$ cat config.mk
export PLATFORM = sky130hd
export DESIGN_NAME = cpu_status_flag_register
export DESIGN_NICKNAME = d
export VERILOG_FILES = /design/src/status_reg_pkg.sv /design/src/cpu_status_flag_register.sv /design/src/flag_calc.sv
export SDC_FILE = /design/constraint.sdc
export NUM_CORES = 1
export LEC_CHECK = 0
export ABC_AREA = 1
export BUFFER_PORTS_ARGS = -buffer_cell sky130_fd_sc_hd__clkbuf_2
export CAP_MARGIN = 20
export CELL_PAD_IN_SITES_DETAIL_PLACEMENT = 1
export CELL_PAD_IN_SITES_GLOBAL_PLACEMENT = 1
export CORE_UTILIZATION = 27
export DETAILED_ROUTE_END_ITERATION = 7
export GPL_TIMING_DRIVEN = 0
export PLACE_DENSITY_LB_ADDON = 0.15
export SLEW_MARGIN = 20
export SYNTH_ARGS = -nofsm -noshare
export SYNTH_HDL_FRONTEND = slang
export SYNTH_SLANG_ARGS = --single-unit
$ cat constraint.sdc
create_clock -name clk -period 1.85 [get_ports clk]
set_input_delay 0 -clock clk [delete_from_list [all_inputs] [get_ports clk]]
set_output_delay 0 -clock clk [all_outputs]
set_load 0.05 [all_outputs]
$ cat src/status_reg_pkg.sv
/*
 * Package for the CPU flag and bank-select register.
 * It holds the file addresses, the bit positions, the reset values and the carrier types.
 * It assumes a 9-bit data-memory address space of four banks of 128 bytes.
 */
package status_reg_pkg;

    localparam logic [6:0] STATUS_FILE_INDEX   = 7'h03;
    localparam logic [7:0] STATUS_ADDR_BANK0   = 8'h03;
    localparam logic [7:0] STATUS_ADDR_BANK1   = 8'h83;
    localparam int         BIT_CARRY           = 0;
    localparam int         BIT_NIBBLE_CARRY    = 1;
    localparam int         BIT_ZERO            = 2;
    localparam int         BIT_POWERDOWN       = 3;
    localparam int         BIT_WATCHDOG        = 4;
    localparam int         BIT_BANK_LOW        = 5;
    localparam int         BIT_BANK_HIGH       = 6;
    localparam int         BIT_INDIRECT_PAGE   = 7;
    localparam int         BANK_SHIFT          = 7;
    localparam logic [7:0] STATUS_RESET_VALUE  = 8'h18;
    localparam logic [7:0] UPPER_THREE_MASK    = 8'hE0;
    localparam logic [7:0] ARITH_FLAG_MASK     = 8'h07;
    localparam logic [7:0] RESET_FLAG_MASK     = 8'h18;

    // Flag results produced by the ALU for one instruction.
    typedef struct packed {
        logic update_zero;
        logic update_nibble;
        logic update_carry;
        logic zero;
        logic nibble_carry;
        logic carry;
    } alu_flags_t;

    // Register-file write request from the execution logic.
    typedef struct packed {
        logic       write_en;
        logic       clear_file_op;
        logic [7:0] addr;
        logic [7:0] data;
    } file_write_t;

    // One-cycle reset-status events.
    typedef struct packed {
        logic watchdog_kick_op;
        logic sleep_op;
        logic watchdog_timeout;
    } status_event_t;

endpackage

$ cat src/cpu_status_flag_register.sv
/*
 * CPU flag and bank-select register with its file-address decode and flag update.
 * It assumes the execution logic issues at most one file write per clock and pulses
 * the watchdog and sleep events for one cycle each; rstn is the power-on reset.
 */
// Functional notes
// RULE_01 - Register writable as any file destination.
// RULE_02 - Flag-updating writes skip the arithmetic flags; code masks only the flags that the instruction updates.
// RULE_03 - Reset-status flags never written by instructions.
// RULE_04 - Clear-file zeroes upper three, sets zero.
// RULE_05 - Decoded at 03h and 83h alike.
// RULE_06 - Bank bits select 128-byte direct bank.
// RULE_07 - Software keeps reserved top bits at zero.
// RULE_08 - Subtraction carries act as inverted borrows.
// RULE_09 - Timeout flag set by power-up, kick, sleep.
// RULE_10 - Power-on gives bank low 0, reset flags 1.
// RULE_11 - Software prefers flag-neutral ops for changes.
// RULE_12 - Powerdown flag set by power-up, kick; sleep clears.
// RULE_13 - Zero flag tracks operation result zero.
// RULE_14 - Nibble and full carries; rotate loads carry.
module cpu_status_flag_register
    import status_reg_pkg::*;
(
    input  wire logic          clk,
    input  wire logic          rstn,
    input  wire file_write_t   file_wr,
    input  wire alu_flags_t    alu_flags,
    input  wire status_event_t events,
    input  wire logic [7:0]    read_addr,
    input  wire logic [6:0]    direct_offset,
    input  wire logic [7:0]    alu_a,
    input  wire logic [7:0]    alu_b,
    input  wire logic          alu_subtract,
    input  wire logic          alu_rotate,
    input  wire logic          alu_rotate_left,
    input  wire logic          alu_logic_op,
    input  wire logic [7:0]    alu_logic_result,
    output logic      [7:0]    alu_result,
    output logic               calc_zero,
    output logic               calc_nibble_carry,
    output logic               calc_carry,
    output logic      [7:0]    read_data,
    output logic               read_hit,
    output logic      [7:0]    status_value,
    output logic      [8:0]    direct_addr
);

    logic [7:0] status_r;
    logic [7:0] status_nxt;
    logic [7:0] read_data_r;
    logic [7:0] read_data_nxt;
    logic       read_hit_r;
    logic       read_hit_nxt;
    logic       wr_hit;
    logic       rd_hit;
    logic [7:0] write_mask;

    // Shared ALU flag calculation feeds back through alu_flags from the execution logic.
    flag_calc u_flag_calc (
        .op_a         (alu_a),
        .op_b         (alu_b),
        .subtract     (alu_subtract),
        .rotate       (alu_rotate),
        .rotate_left  (alu_rotate_left),
        .logic_op     (alu_logic_op),
        .logic_result (alu_logic_result),
        .result       (alu_result),
        .zero         (calc_zero),
        .nibble_carry (calc_nibble_carry),
        .carry        (calc_carry)
    );

    // Both banks reach one physical register, so only the low seven bits are compared.
    assign wr_hit = file_wr.write_en && (file_wr.addr[6:0] == STATUS_FILE_INDEX); // RULE_05
    assign rd_hit = (read_addr[6:0] == STATUS_FILE_INDEX); // RULE_05

    // Next register value: instruction write first, then flag logic and events on top.
    always_comb
    begin
        // Reset-status bits are never in the instruction write mask.
        write_mask = ~RESET_FLAG_MASK; // RULE_03
        if (alu_flags.update_zero)
        begin
            write_mask[BIT_ZERO] = 1'b0; // RULE_02
        end
        if (alu_flags.update_nibble)
        begin
            write_mask[BIT_NIBBLE_CARRY] = 1'b0; // RULE_02
        end
        if (alu_flags.update_carry)
        begin
            write_mask[BIT_CARRY] = 1'b0; // RULE_02
        end
        status_nxt = status_r;
        if (wr_hit && file_wr.clear_file_op)
        begin
            // Only the upper three bits clear; zero flag is forced set.
            status_nxt             = status_r & ~UPPER_THREE_MASK; // RULE_04
            status_nxt[BIT_ZERO]   = 1'b1; // RULE_04
        end
        else if (wr_hit)
        begin
            status_nxt = (status_r & ~write_mask) | (file_wr.data & write_mask); // RULE_01
        end
        if (alu_flags.update_zero && !(wr_hit && file_wr.clear_file_op))
        begin
            status_nxt[BIT_ZERO] = alu_flags.zero; // RULE_13
        end
        if (alu_flags.update_nibble)
        begin
            status_nxt[BIT_NIBBLE_CARRY] = alu_flags.nibble_carry; // RULE_14
        end
        if (alu_flags.update_carry)
        begin
            status_nxt[BIT_CARRY] = alu_flags.carry; // RULE_14
        end
        // A timeout outranks a kick in the same cycle so the event is never lost.
        if (events.watchdog_timeout)
        begin
            status_nxt[BIT_WATCHDOG] = 1'b0; // RULE_09
        end
        else if (events.watchdog_kick_op || events.sleep_op)
        begin
            status_nxt[BIT_WATCHDOG] = 1'b1; // RULE_09
        end
        if (events.sleep_op)
        begin
            status_nxt[BIT_POWERDOWN] = 1'b0; // RULE_12
        end
        else if (events.watchdog_kick_op)
        begin
            status_nxt[BIT_POWERDOWN] = 1'b1; // RULE_12
        end
        read_hit_nxt  = rd_hit;
        read_data_nxt = rd_hit ? status_r : 8'h00;
    end

    // Power-on state; arithmetic flags have no defined value, so they start at zero.
    always_ff @(posedge clk or negedge rstn)
    begin
        if (!rstn)
        begin
            status_r    <= STATUS_RESET_VALUE; // RULE_10
            read_data_r <= 8'h00;
            read_hit_r  <= 1'b0;
        end
        else
        begin
            status_r    <= status_nxt;
            read_data_r <= read_data_nxt;
            read_hit_r  <= read_hit_nxt;
        end
    end

    assign read_data    = read_data_r;
    assign read_hit     = read_hit_r;
    assign status_value = status_r;
    // Bank bits prefix the 7-bit direct offset; the page bit stays out of direct addressing.
    assign direct_addr  = {status_r[BIT_BANK_HIGH], status_r[BIT_BANK_LOW], direct_offset}; // RULE_06
endmodule

$ cat src/flag_calc.sv
/*
 * ALU flag calculator for add, subtract, rotate and logic results.
 * It assumes the execution logic chooses which flags an instruction updates.
 */
module flag_calc
    import status_reg_pkg::*;
(
    input  wire logic [7:0] op_a,
    input  wire logic [7:0] op_b,
    input  wire logic       subtract,
    input  wire logic       rotate,
    input  wire logic       rotate_left,
    input  wire logic       logic_op,
    input  wire logic [7:0] logic_result,
    output logic      [7:0] result,
    output logic            zero,
    output logic            nibble_carry,
    output logic            carry
);

    logic [7:0] addend;
    logic [4:0] low_sum;
    logic [8:0] full_sum;

    // Subtraction adds the two's complement, so carry reads as inverted borrow.
    always_comb
    begin
        addend   = subtract ? 8'(~op_b) : op_b; // RULE_08
        low_sum  = 5'({1'b0, op_a[3:0]}) + 5'({1'b0, addend[3:0]}) + 5'({4'h0, subtract});
        full_sum = 9'({1'b0, op_a}) + 9'({1'b0, addend}) + 9'({8'h00, subtract});
        result       = full_sum[7:0];
        nibble_carry = low_sum[4]; // RULE_14
        carry        = full_sum[8]; // RULE_14
        if (rotate)
        begin
            // Rotation goes through carry; the shifted-out source bit lands in carry.
            result = rotate_left ? {op_a[6:0], op_b[0]} : {op_b[0], op_a[7:1]};
            carry  = rotate_left ? op_a[7] : op_a[0]; // RULE_14
        end
        else if (logic_op)
        begin
            result = logic_result;
        end
        zero = (result == 8'h00); // RULE_13
    end

endmodule

# Word level (Yosys, flattened, before mapping)

Cells that the tools add are included.

$add $sub $neg: 4
Eq/ne operators: 6
Multiplexer cells: 19
Bitwise operators: 5
Reduce and logical (&&, ||, !) cells: 16

Operators with widths:

| operator             | count |
|---|---|
| $mux W8              | 7 |
| $and A8 B8 Y8        | 2 |
| $not A8 Y8           | 2 |
| $eq A7 B2 Y1 const B | 2 |
| $mux W1              | 12 |
| $add A8 B8 Y9        | 1 |
| $add A9 B1 Y9        | 1 |
| $reduce_bool A3 Y1   | 3 |
| $logic_not A8 Y1     | 1 |
| $or A8 B8 Y8         | 1 |
| $reduce_and A2 Y1    | 4 |
| $reduce_bool A2 Y1   | 3 |
| $add A4 B4 Y5        | 1 |
| $add A5 B1 Y5        | 1 |
| $ne A2 B2 Y1 const B | 2 |
| $logic_and A1 B1 Y1  | 3 |
| $ne A3 B2 Y1 const B | 1 |
| $ne A3 B3 Y1 const B | 1 |
| $logic_not A1 Y1     | 1 |
| $logic_or A1 B1 Y1   | 1 |

Flip-flop bits (word level): 17
Bits of input ports: 72
Output and inout bits: 37
Logic and storage cells: 58

# Logic depth before layout (Yosys ltp)

Gate-level depths: netlist of the first run.

Depth after elaboration: 8
Mapped depth: 16
Depth with buffers taken out: 16

# Cells and area by module

A second synthesis of the first run with hierarchy kept.

Cell total of the unflattened synthesis: 255
Area, all modules: 1700.4 um2

Modules (own cells, without submodules):

| module                   | instances | cells each | area each (um2) | sequential area each (um2) |
|---|---|---|---|---|
| flag_calc                | 1         | 156        | 870.8           | 0.0 |
| cpu_status_flag_register | 1         | 99         | 829.5           | 427.9 |

# Worst setup path after synthesis of the first run

OpenSTA, ideal clock, no wires.

Path type: input to output
Start point: input alu_subtract
End point: output calc_zero
Data arrival time: 2.292 ns
Required time: 1.850 ns
Setup slack: -0.442 ns
Cell stages on the path: 14
Path through: buf_6 xnor2_1 fa_1 inv_1 nand2_1 nand3_1 nand2_1 nand2_1 nand2_1 nor2_1 nand3_1 nor2_1 nand2_1 nor2_1

Word-level cells in the longest chain between the ends: 6

RTL lines:

| item                 | RTL line                       | RTL |
|---|---|---|
| start: declaration   | cpu_status_flag_register.sv:33 | `input wire logic alu_subtract,` |
| $mux W8              | flag_calc.sv:28                | `addend = subtract ? 8'(~op_b) : op_b;` |
| $add A8 B8 Y9        | flag_calc.sv:30                | `full_sum = 9'({1'b0, op_a}) + 9'({1'b0, addend}) + 9'({8'h00, subtract});` |
| $add A9 B1 Y9 (*)    | flag_calc.sv:30                |  |
| $mux W8 (*)          | flag_calc.sv:40                | `else if (logic_op)` |
| $mux W8 (*)          | flag_calc.sv:34                | `if (rotate)` |
| via alu_result[2]    | cpu_status_flag_register.sv:38 | `output logic [7:0] alu_result,` |
| $logic_not A8 Y1 (*) | flag_calc.sv:44                | `zero = (result == 8'h00);` |
| end: declaration     | cpu_status_flag_register.sv:39 | `output logic calc_zero,` |

Mark *: on every way through the listed nets, which the timed path passes. The rest lies on a longest branch.

# Final worst setup path of the first run

Start point: input alu_b[0]
End point: output calc_zero

Word-level cells in the longest chain between the ends: 7

RTL lines:

| item                 | RTL line                       | RTL |
|---|---|---|
| start: declaration   | cpu_status_flag_register.sv:32 | `input wire logic [7:0] alu_b,` |
| $not A8 Y8           | flag_calc.sv:28                |  |
| $mux W8              | flag_calc.sv:28                |  |
| $add A8 B8 Y9        | flag_calc.sv:30                |  |
| $add A9 B1 Y9        | flag_calc.sv:30                |  |
| $mux W8              | flag_calc.sv:40                |  |
| $mux W8 (*)          | flag_calc.sv:34                |  |
| $logic_not A8 Y1 (*) | flag_calc.sv:44                |  |

Mark *: on every way between the ends. The rest lies on a longest branch, timed or not.

==> results of run 1 <==
-- logic make-up after synthesis --
logic type      Yosys count  share of synthesized area
flops                    17                      0.268
simple gates            118                      0.343
xor+xnor                  7                     0.0385
buf+inv                  54                      0.173
compound gates           32                      0.109
fa+ha+maj                 8                     0.0675
-- synth_stat cells, types with 2 or more instances --
cell type                  count
sky130_fd_sc_hd__ha_1          7
sky130_fd_sc_hd__nand3_2       3
sky130_fd_sc_hd__inv_1        36
sky130_fd_sc_hd__buf_6         3
sky130_fd_sc_hd__clkinv_2      2
sky130_fd_sc_hd__inv_2         2
sky130_fd_sc_hd__dfrtp_1      15
sky130_fd_sc_hd__xor2_1        6
sky130_fd_sc_hd__nand2_1      49
sky130_fd_sc_hd__nand2_2       6
sky130_fd_sc_hd__buf_4         9
sky130_fd_sc_hd__nand2_4       4
sky130_fd_sc_hd__o21ai_0      12
sky130_fd_sc_hd__o21ai_1       3
sky130_fd_sc_hd__a21oi_1      13
sky130_fd_sc_hd__nor2_1       30
sky130_fd_sc_hd__nand3_1      20
sky130_fd_sc_hd__dfstp_2       2
sky130_fd_sc_hd__a21oi_2       3
-- layer usage --
layer / vias up / share of wire / wire (µm)
met1: 867 / 0.42 / 2140
met4: 0 / 0.013 / 64
met5: - / 0 / 0
met3: 6 / 0.055 / 279
met2: 62 / 0.51 / 2600
li1: 979 / - / -
-- registers in the layout, indices dropped and copies added, names as in the netlist --
name and count:
read_data 8, read_hit 1, status_value 8
-- area by class of cell --
cell class | count | area [µm²]
sequential | 17 | 428
clock buffer | 3 | 41.3
timing repair buffer | 120 | 736
tap | 72 | 90.1
multi-input combinational | 165 | 945
clock inverter | 1 | 5.00
fill | 762 | 3080
inverter | 41 | 164
buffer | 13 | 124
-- worst max-delay path, cell delays in order --
cell	delay [ns]
sky130_fd_sc_hd__buf_8	0.10
sky130_fd_sc_hd__inv_4	0.05
sky130_fd_sc_hd__nand2_4	0.04
sky130_fd_sc_hd__nand2_4	0.07
sky130_fd_sc_hd__inv_2	0.04
sky130_fd_sc_hd__fa_2	0.52
sky130_fd_sc_hd__inv_2	0.03
sky130_fd_sc_hd__nand2_1	0.04
sky130_fd_sc_hd__nand3_1	0.07
sky130_fd_sc_hd__nand2_2	0.08
sky130_fd_sc_hd__nand3_2	0.07
sky130_fd_sc_hd__nor2_2	0.12
sky130_fd_sc_hd__nand3_1	0.09
sky130_fd_sc_hd__nor2_2	0.12
sky130_fd_sc_hd__nand2_2	0.08
sky130_fd_sc_hd__nor2_4	0.10
sky130_fd_sc_hd__buf_8	0.15
-- through the flow --
stage	setup TNS [ns]	hold slack [ns]	area, µm²
after global routing	-0.0602	0.0792	2530
final	0	0.0402	2530
after CTS	-0.00463	0.0210	2470
after detailed placement	-0.179	-0.0455	2160
after floorplan	0	-0.296	1600
after global placement	-0.120	-0.0492	2160
-- how the worst min path moves through the flow --
| stage | startpoint | end | slack [ns] |
|---|---|---|---|
| final | alu_flags[5] | status_value[2]$_DFFE_PN0P_ | 0.04 |
| after global routing | alu_flags[5] | status_value[2]$_DFFE_PN0P_ | 0.08 |
| after CTS | alu_flags[5] | status_value[2]$_DFFE_PN0P_ | 0.02 |
| after detailed placement | rstn | status_value[5]$_DFFE_PN0P_ | -0.05 |
| after global placement | rstn | status_value[5]$_DFFE_PN0P_ | -0.05 |
| after floorplan | rstn | read_data[0]$_DFF_PN0_ | -0.30 |
-- power by group through the flow --
stage	registers, mW	logic (mW)	clock network [mW]
after CTS	0.404	0.780	0.292
after detailed placement	0.411	0.719	0
after global placement	0.409	0.710	0
final	0.403	0.804	0.279
after floorplan	0.476	0.453	0
after global routing	0.406	0.879	0.302
-- timing repair --
action | 4_1_cts | 5_1_grt
pin swaps | 7 | 8
gates cloned | 0 | 0
hold endpoints to repair | 26 | 0
setup buffers | 6 | 2
hold buffers | 18 | 0
endpoints found under the setup margin | 2 | 5
resized for setup | 7 | 22
==> run metrics, run 1 <==
routability-driven placement congestion ratio=0.838; r2r setup slk=slightly below 0.5 ns; DRC Markers=0; unrepaired setup endpoints after global routing=true; end-of-flow core utilization=0.452; horizontal die dimension=78.8 µm; fraction of power spent switching nets=0.440; GRT met1 Usage=0.193; die height=78.8 µm; sort of element at the start of the critical path=input port; clock slew seen by the registers of the worst setup and hold paths=0.06 ns; Overall Power=between 1 and 1.5 mW; launch point of the critical path=alu_b[0]; worst flop-to-flop path endpoint=status_value[4]$_DFFE_PN1P_; total congestion overflow after global routing=0; dominant register cell in the synthesized netlist=sky130_fd_sc_hd__dfrtp_1; MaxCap Viol Count=0; Max Clock Freq=0.563 GHz; vias after detailed routing=1914; Critical Path AT=1.78 ns; count of warnings emitted by yosys=0; number of top-level pins=109; Yosys top cell by area=sky130_fd_sc_hd__dfrtp_1; clock network latency to the later pin of the worst-skew pair=0.26 ns; WHS Path Cells=4; Area Overhead vs Synth=58.9%; total routing resource utilization after global routing=0.166; number of nets in the layout=441; vias in the first global route=1832; number of flops mapped to enable cells by yosys=0; Hold Violations, Final=0; antenna fix cells=0; commonest non-fill, non-tap cells in the layout=89 x sky130_fd_sc_hd__clkbuf_2, 44 x sky130_fd_sc_hd__nand2_1, 33 x sky130_fd_sc_hd__inv_1; Final Routed Wirelength=5090 µm; power density relative to cell area=587 mW/mm²; instance count of the mapped netlist=between 200 and 250; share of layout cells above drive strength 1=0.439; initial standard-cell utilization of the core=0.284; commonest non-fill, non-tap cell in the layout=sky130_fd_sc_hd__clkbuf_2; Post-Layout Cell Count=roughly 430; internal portion of total power=~0.83 mW; required time of the worst setup path=1.85 ns; post-synthesis sequential area ratio=0.268; average cell area after synthesis=6.75 µm²; R2R depth=3; proportion of register bits with asynchronous set or reset after synthesis=1.00; pin count of the biggest net entering global routing=18; outcome=finished clean; clock tree from TritonCTS=built; HPWL reported at the end of detailed placement=approximately 4100 µm; Worst Max-Slew Pin Slew=0.420 ns; busiest metal layer after global routing=met2; Placed Cells=402; crit share post-route=0.960; number of sinks handled by clock tree synthesis=17; biggest fanout along the worst timing path=3; Clock Path Buffers=2; final setup violating endpoints=0; CTS HTree Levels=1; Pre-antenna DRT Iters=4; overall die area=0.00621 mm²; TritonCTS Buffers=3; sequential share of power=0.271; root buffer cell=sky130_fd_sc_hd__clkbuf_8; top area cells in the synthesized netlist=sky130_fd_sc_hd__dfrtp_1 24%, sky130_fd_sc_hd__nand2_1 12%, sky130_fd_sc_hd__inv_1 8.5%; share of total power in the clock network=0.188; worst setup margin=0.0731 ns; worst reg2reg path startpoint=status_value[4]$_DFFE_PN1P_; Leakage Power=1.47 nW; row count=27; Syn Std Cell Area=approximately 0.0016 mm²; worst setup path end=calc_zero; DRC marker count from the first detailed-route iteration=18; type of destination of the critical path=output pin; global-route met3 utilization=0.0149; first-pass GRT wire length=approximately 8200 µm; logic gate share of total power=0.541; Worst Hold Class=in -> reg; number of slew-limit violations in the final report=0; number of vias per cell=roughly 4.4; kind of critical path=in -> out; maximum ir drop on the vdd rail=0.318 mV; syn nets=316; wire per inst=11.8 µm; relative slew slack=0.720; worst slack at placement=-0.146 ns; Detail Route Antenna Nets=0; GR met2 Demand/Resource=0.319; PortBufs=94; clock skew=~0.00064 ns; proportion of netlist area held by the largest area contributor=0.235; initial antenna violation count=0; count of distinct cell types in the synthesized netlist=30; post-route minimum period=1.78 ns; number of register bits inferred by synthesis=17; Core ar.=0.00561 mm²; NetSw=roughly 0.65 mW
(Power assumes the default switching activity.)
==> run 2, diff against run 1 <==
ABC_AREA = not set   (was 1)
==> run 2 against run 1 <==
Compared with the run above:
- the flow now finishes with violations (negative setup slack)
- sequential share of layout area shrank 0.39 points
- total power increased by 3.4%
- clock power barely moved
- cell area rose by 2.4%
- via count is 14% lower
- critical path type unchanged
- highest routed layer unchanged
==> run metrics, run 2 <==
post-synthesis sequential area ratio=0.304 (+0.0353); type of destination of the critical path=output pin; final worst hold slack=0.0117 ns (-0.0286 ns); top cells by count, synth=16 x sky130_fd_sc_hd__nand2_1, 15 x sky130_fd_sc_hd__dfrtp_1, 13 x sky130_fd_sc_hd__nor2_1; DRC Markers=0 (unchanged); sort of element at the start of the critical path=input port; Hold Violations, Final=0 (unchanged); root buffer cell=sky130_fd_sc_hd__clkbuf_8; post-route minimum period=2.20 ns (+0.419 ns); internal portion of total power=0.899 mW (+8.0%); required time of the worst setup path=1.85 ns (about the same); Yosys top cell by area=sky130_fd_sc_hd__dfrtp_1; violations in the final reports=negative setup slack; maximum ir drop on the vdd rail=0.266 mV (-16%); worst setup margin=-0.346 ns (-0.419 ns); Leakage Power=1.29 nW (-12%); count of warnings emitted by yosys=0 (unchanged); unrepaired setup endpoints after global routing=true; number of slew-limit violations in the final report=0 (unchanged); final setup violating endpoints=4 (+4); routability-driven placement congestion ratio=0.755 (-9.8%); Detail Route Antenna Nets=0 (unchanged); Area Overhead vs Synth=84.0%; syn nets=237 (-25%); relative slew slack=0.678 (-0.0420); count of distinct cell types in the synthesized netlist=45 (+50%); power density relative to cell area=593 mW/mm² (+1.0%); overall die area=0.00551 mm² (-11%); wire per inst=14.8 µm (+26%); share of layout cells above drive strength 1=0.596 (+0.157); CTS HTree Levels=1 (unchanged); vias in the first global route=1606 (-12%); number of flops mapped to enable cells by yosys=0 (unchanged); clock tree from TritonCTS=built; HPWL reported at the end of detailed placement=3710 µm (-8.4%); average cell area after synthesis=8.97 µm² (+33%); row count=25 (-7.4%); logic gate share of total power=0.558 (+0.017); Core ar.=0.00488 mm² (-13%); Max Clock Freq=0.455 GHz (-19%); fraction of power spent switching nets=0.416 (-0.0247); total routing resource utilization after global routing=0.179 (+0.0125); share of total power in the clock network=0.183 (-0.005); sequential share of power=0.258 (-0.013); commonest non-fill, non-tap cell in the layout=sky130_fd_sc_hd__clkbuf_2; Critical Path AT=2.20 ns (+0.42 ns); DRC marker count from the first detailed-route iteration=39 (+21); Final Routed Wirelength=5240 µm (+3.1%); proportion of register bits with asynchronous set or reset after synthesis=1.00 (unchanged); number of vias per cell=4.66 (+5.2%); vias after detailed routing=1650 (-14%); initial standard-cell utilization of the core=0.289 (+0.00447); total congestion overflow after global routing=0 (unchanged); number of nets in the layout=368 (-17%); clock skew=0.00808 ns (+0.00744 ns); Syn Std Cell Area=0.00141 mm² (-12%); most used standard cell by instance count after synthesis=sky130_fd_sc_hd__nand2_1; Worst Hold Class=in -> reg; antenna fix cells=0 (unchanged); first-pass GRT wire length=7470 µm (-8.9%); number of register bits inferred by synthesis=17 (unchanged); biggest fanout along the worst timing path=2 (-1); number of sinks handled by clock tree synthesis=17 (unchanged); NetSw=0.639 mW (-2.4%); proportion of netlist area held by the largest area contributor=0.266 (+0.0310); pin count of the biggest net entering global routing=18 (unchanged); number of top-level pins=109 (unchanged); kind of critical path=in -> out; TritonCTS Buffers=3 (unchanged); setup_tns=-0.681 ns (-0.681 ns); commonest non-fill, non-tap cells in the layout=87 x sky130_fd_sc_hd__clkbuf_2, 24 x sky130_fd_sc_hd__buf_4, 15 x sky130_fd_sc_hd__nand2_1, 15 x sky130_fd_sc_hd__dlygate4sd3_1, 15 x sky130_fd_sc_hd__dfrtp_1; initial antenna violation count=0 (unchanged); instance count of the mapped netlist=157 (-33%); outcome=finished with violations; crit share post-route=1.19 (+0.226); Clock Path Buffers=2 (unchanged); MaxCap Viol Count=0 (unchanged); horizontal die dimension=74.2 µm (-5.8%); clock slew seen by the registers of the worst setup and hold paths=0.07 ns (about the same); Worst Max-Slew Pin Slew=0.480 ns (+0.0604 ns); dominant register cell in the synthesized netlist=sky130_fd_sc_hd__dfrtp_1; top area cells in the synthesized netlist=sky130_fd_sc_hd__dfrtp_1 27%, sky130_fd_sc_hd__mux2i_1 7.1%, sky130_fd_sc_hd__ha_1 6.2%; die height=74.2 µm (-5.8%); Pre-antenna DRT Iters=4 (unchanged); PortBufs=95 (+1.1%); clock network latency to the later pin of the worst-skew pair=0.25 ns (about the same)
==> run 2: changes by cell type after synthesis, moves of 4 or more <==
cell / before / now
sky130_fd_sc_hd__nand2_2: 6 / 1
sky130_fd_sc_hd__o21ai_0: 12 / 5
sky130_fd_sc_hd__mux2i_1: 0 / 10
sky130_fd_sc_hd__nand2_4: 4 / 0
sky130_fd_sc_hd__nor2_1: 30 / 13
sky130_fd_sc_hd__a21oi_1: 13 / 7
sky130_fd_sc_hd__nand3_1: 20 / 1
sky130_fd_sc_hd__and2_1: 0 / 9
sky130_fd_sc_hd__nand2_1: 49 / 16
sky130_fd_sc_hd__inv_1: 36 / 5
==> run 2: through the flow <==
step	area (µm²)	std cells	utilization	setup WS, ns	total power [mW]
after floorplan	1520	157	-	-0.683	0.891
after global placement	2080	319	0.426	-0.602	1.07
after detailed placement	2080	319	0.426	-0.618	1.08
after CTS	2410	344	0.494	-0.442	1.44
after global routing	2590	354	0.531	-0.434	1.61
final	2590	354	0.531	-0.346	1.54
==> run 2: path summary, 6_finish.rpt <==
kind / start / cells after the start / slack (ns) / end
setup / recovery: alu_b[0] / 10 / -0.35 / calc_zero
hold / removal: events[2] / 3 / 0.01 / status_value[4]$_DFFE_PN1P_
setup reg to reg: status_value[2]$_DFFE_PN0P_ / 3 / 0.50 / status_value[2]$_DFFE_PN0P_
hold reg to reg: status_value[6]$_DFFE_PN0P_ / 2 / 0.53 / status_value[6]$_DFFE_PN0P_
max in group asynchronous: rstn / 2 / 1.31 / status_value[4]$_DFFE_PN1P_
min in group asynchronous: rstn / 2 / 0.22 / read_hit$_DFF_PN0_
==> run 2: per-layer routing <==
layer / global-route usage / wire, µm / up-vias
met5: 0 / 0 / -
met4: 0.0377 / 55 / 0
met3: 0.0190 / 292 / 8
met2: 0.376 / 2950 / 75
met1: 0.186 / 1950 / 757
li1: - / - / 810
==> run 2: cell families after synthesis <==
| logic type | count (synthesis) | share of synthesized area |
|---|---|---|
| XOR/XNOR | 11 | 0.0684 |
| AO/OA/AOI/OAI | 32 | 0.152 |
| AND/OR/NAND/NOR | 57 | 0.212 |
| flip-flops | 17 | 0.304 |
| adder cells (fa/ha/maj) | 8 | 0.0764 |
| multiplexers | 14 | 0.107 |
| buffers and inverters | 18 | 0.0799 |
==> run 2: area by class of cell <==
cell class              instances  area (µm²)
multi-input cells             122        1080
plain buffers                  13         109
repair buffers                126         822
fillers                       601        2290
flip-flops and latches         17         428
well taps                      67        83.8
clock buffers                   3        41.3
inverters                       5        18.8
clock inverters                 1        5.00
==> run 2: worst max-delay path: stages <==
cell and delay, ns:
sky130_fd_sc_hd__clkbuf_16 0.12, sky130_fd_sc_hd__mux2i_4 0.19, sky130_fd_sc_hd__fa_2 0.55, sky130_fd_sc_hd__nor2_2 0.04, sky130_fd_sc_hd__a211oi_2 0.22, sky130_fd_sc_hd__a21oi_4 0.05, sky130_fd_sc_hd__or3_4 0.36, sky130_fd_sc_hd__a211o_1 0.28
sky130_fd_sc_hd__nor4_4 0.16, sky130_fd_sc_hd__clkbuf_8 0.23
==> run 2: power by group through the flow <==
stage	combinational, mW	clock [mW]	sequential (mW)
2_1_floorplan	0.445	0	0.446
6_report	0.858	0.282	0.397
5_1_grt	0.911	0.301	0.399
4_1_cts	0.759	0.280	0.396
3_3_place_gp	0.666	0	0.403
3_5_place_dp	0.675	0	0.403
==> run 2: timing repair <==
item,4_1_cts,5_1_grt
cloned,0,0
pin swaps,11,14
hold buffers,15,0
setup endpoints to repair,5,8
endpoints found under the hold margin,26,0
gates resized for setup,16,32
buffers inserted,6,10
==> run 3, diff against run 2 <==
GPL_TIMING_DRIVEN = not set   (was 0)
==> run 3 against run 2 <==
Compared with the run above:
- the flow still finishes with violations (negative setup slack)
- setup slack got worse by 0.16 ns
- wire length increased by 10%
- critical endpoint unchanged
- global-route usage increased by 2.4 points
- highest routed layer unchanged
==> run metrics, run 3 (synthesis gave the netlist of run 2 again) <==
outcome=finished with violations; violations in the final reports=negative setup slack; number of slew-limit violations in the final report=0 (unchanged); kind of critical path=in -> out; row count=25 (unchanged); commonest non-fill, non-tap cells in the layout=81 x sky130_fd_sc_hd__clkbuf_2, 28 x sky130_fd_sc_hd__buf_4, 15 x sky130_fd_sc_hd__nand2_1, 15 x sky130_fd_sc_hd__dlygate4sd3_1, 15 x sky130_fd_sc_hd__dfrtp_1; biggest fanout along the worst timing path=2 (unchanged); maximum ir drop on the vdd rail=0.284 mV (+6.9%); number of top-level pins=109 (unchanged); internal portion of total power=0.997 mW (+11%); type of destination of the critical path=output pin; R2R depth=3 (unchanged); Max Clock Freq=0.425 GHz (-6.7%); share of total power in the clock network=0.164 (-0.019); initial standard-cell utilization of the core=0.289 (unchanged); total congestion overflow after global routing=0 (unchanged); share of layout cells above drive strength 1=0.610 (+0.0145); root buffer cell=sky130_fd_sc_hd__clkbuf_8; relative slew slack=0.722 (+0.0444); wire per inst=16.2 µm (+9.1%); NetSw=0.655 mW (+2.5%); PortBufs=90 (-5.3%); horizontal die dimension=74.2 µm (unchanged); vias after detailed routing=1701 (+3.1%); number of vias per cell=4.76 (+2.2%); Pre-antenna DRT Iters=4 (unchanged); Hold Violations, Final=0 (unchanged); Area Overhead vs Synth=96.9%; DRC marker count from the first detailed-route iteration=58 (+49%); sort of element at the start of the critical path=input port; TritonCTS Buffers=3 (unchanged); Clock Path Buffers=2 (unchanged); total routing resource utilization after global routing=0.203 (+0.0243); required time of the worst setup path=1.85 ns (about the same); CTS HTree Levels=1 (unchanged); worst reg2reg path startpoint=status_value[2]$_DFFE_PN0P_; clock network latency to the later pin of the worst-skew pair=0.25 ns (about the same); Worst Max-Slew Pin Slew=0.414 ns (-0.0662 ns); capture endpoint of the worst hold path=direct_addr[2]; Leakage Power=1.35 nW (+4.4%); clock skew=0.00519 ns (-0.00289 ns); Detail Route Antenna Nets=0 (unchanged); start point of the worst min-delay path=direct_offset[2]; worst setup margin=-0.502 ns (-0.157 ns); number of nets in the layout=371 (+0.82%); Worst Hold Class=in -> out; initial antenna violation count=0 (unchanged); setup_tns=-0.829 ns (-0.148 ns); worst slack at placement=-0.548 ns (+0.0701 ns); first-pass GRT wire length=8340 µm (+12%); number of sinks handled by clock tree synthesis=17 (unchanged); power density relative to cell area=596 mW/mm² (+0.43%); clock tree from TritonCTS=built; pin count of the biggest net entering global routing=18 (unchanged); Critical Path AT=2.35 ns (+0.15 ns); DRC Markers=0 (unchanged); sequential share of power=0.240 (-0.018); vias in the first global route=1852 (+15%); end-of-flow core utilization=0.568 (+0.0372); antenna fix cells=0 (unchanged); WHS Path Cells=0 (-3); Final Routed Wirelength=5770 µm (+10%); logic gate share of total power=0.595 (+0.037); MaxCap Viol Count=0 (unchanged); unrepaired setup endpoints after global routing=true; post-route minimum period=2.35 ns (+0.157 ns); commonest non-fill, non-tap cell in the layout=sky130_fd_sc_hd__clkbuf_2; r2r setup slk=0.52 ns (+0.02 ns); crit share post-route=1.27 (+0.0848); die height=74.2 µm (unchanged); Overall Power=1.65 mW (+7.5%); overall die area=0.00551 mm² (unchanged); fraction of power spent switching nets=0.396 (-0.0192); Core ar.=0.00488 mm² (unchanged); routability-driven placement congestion ratio=0.777 (+2.8%); worst flop-to-flop path endpoint=status_value[2]$_DFFE_PN0P_; final setup violating endpoints=5 (+1); HPWL reported at the end of detailed placement=4010 µm (+8.1%)
[run 3: cell count changes in the layout (fill, tap and decap cells not counted), moves of 3 or more]
cell	before	now
sky130_fd_sc_hd__buf_4	24	28
sky130_fd_sc_hd__nor2_2	5	1
sky130_fd_sc_hd__nor2_4	0	4
sky130_fd_sc_hd__xor2_1	6	3
sky130_fd_sc_hd__clkbuf_2	87	81
sky130_fd_sc_hd__buf_12	1	6
sky130_fd_sc_hd__buf_6	4	8
[run 3: power by group through the flow]
stage | Combinational [mW] | Sequential, mW | Clock (mW)
after floorplan | 0.445 | 0.446 | 0
after global placement | 0.757 | 0.403 | 0
after detailed placement | 0.769 | 0.404 | 0
after CTS | 0.873 | 0.397 | 0.287
after global routing | 1.04 | 0.398 | 0.288
final | 0.984 | 0.397 | 0.271
[run 3: repair_timing]
item | 4_1_cts | 5_1_grt
endpoints found under the setup margin | 6 | 7
hold endpoints to repair | 25 | 0
resized for setup | 23 | 33
hold buffers | 15 | 0
setup buffers | 6 | 3
pin swaps | 16 | 23
[run 3: layout make-up]
type | count | area, µm²
Multi-Input combinational cell | 122 | 1170
Tap cell | 67 | 83.8
Clock inverter | 1 | 5.00
Sequential cell | 17 | 428
Clock buffer | 3 | 41.3
Inverter | 5 | 18.8
Timing Repair Buffer | 142 | 1030
Fill cell | 563 | 2110
[run 3: routing by layer]
metal | wire (µm) | part of all wire | track usage
met5 | 0 | 0 | 0
met4 | 226 | 0.039 | 0.0860
met3 | 271 | 0.047 | 0.0149
met2 | 3270 | 0.57 | 0.418
met1 | 2010 | 0.35 | 0.206
[run 3: how the worst max path moves through the flow]
stage	start	to	cells after the start
final	alu_b[1]	calc_zero	11
after global routing	alu_b[1]	calc_zero	11
after CTS	alu_subtract	calc_zero	11
after floorplan	alu_subtract	calc_zero	10
after global placement	alu_subtract	calc_zero	11
after detailed placement	alu_subtract	calc_zero	11
[run 3: stage by stage]
stage	cells	area, µm²	hold slack (ns)
2_1_floorplan	157	1520	-0.296
3_3_place_gp	331	2260	-0.0474
3_5_place_dp	331	2260	-0.0459
4_1_cts	356	2600	0.000589
5_1_grt	357	2770	0.0000790
6_report	357	2770	0.0000193
[run 3: critical path: stages]
cell	delay, ns
sky130_fd_sc_hd__buf_8	0.10
sky130_fd_sc_hd__xor2_4	0.16
sky130_fd_sc_hd__inv_2	0.06
sky130_fd_sc_hd__fa_2	0.59
sky130_fd_sc_hd__nor2_4	0.04
sky130_fd_sc_hd__a211oi_4	0.21
sky130_fd_sc_hd__a21oi_4	0.04
sky130_fd_sc_hd__or3_1	0.35
sky130_fd_sc_hd__a211o_1	0.27
sky130_fd_sc_hd__nor4_4	0.34
sky130_fd_sc_hd__buf_12	0.18
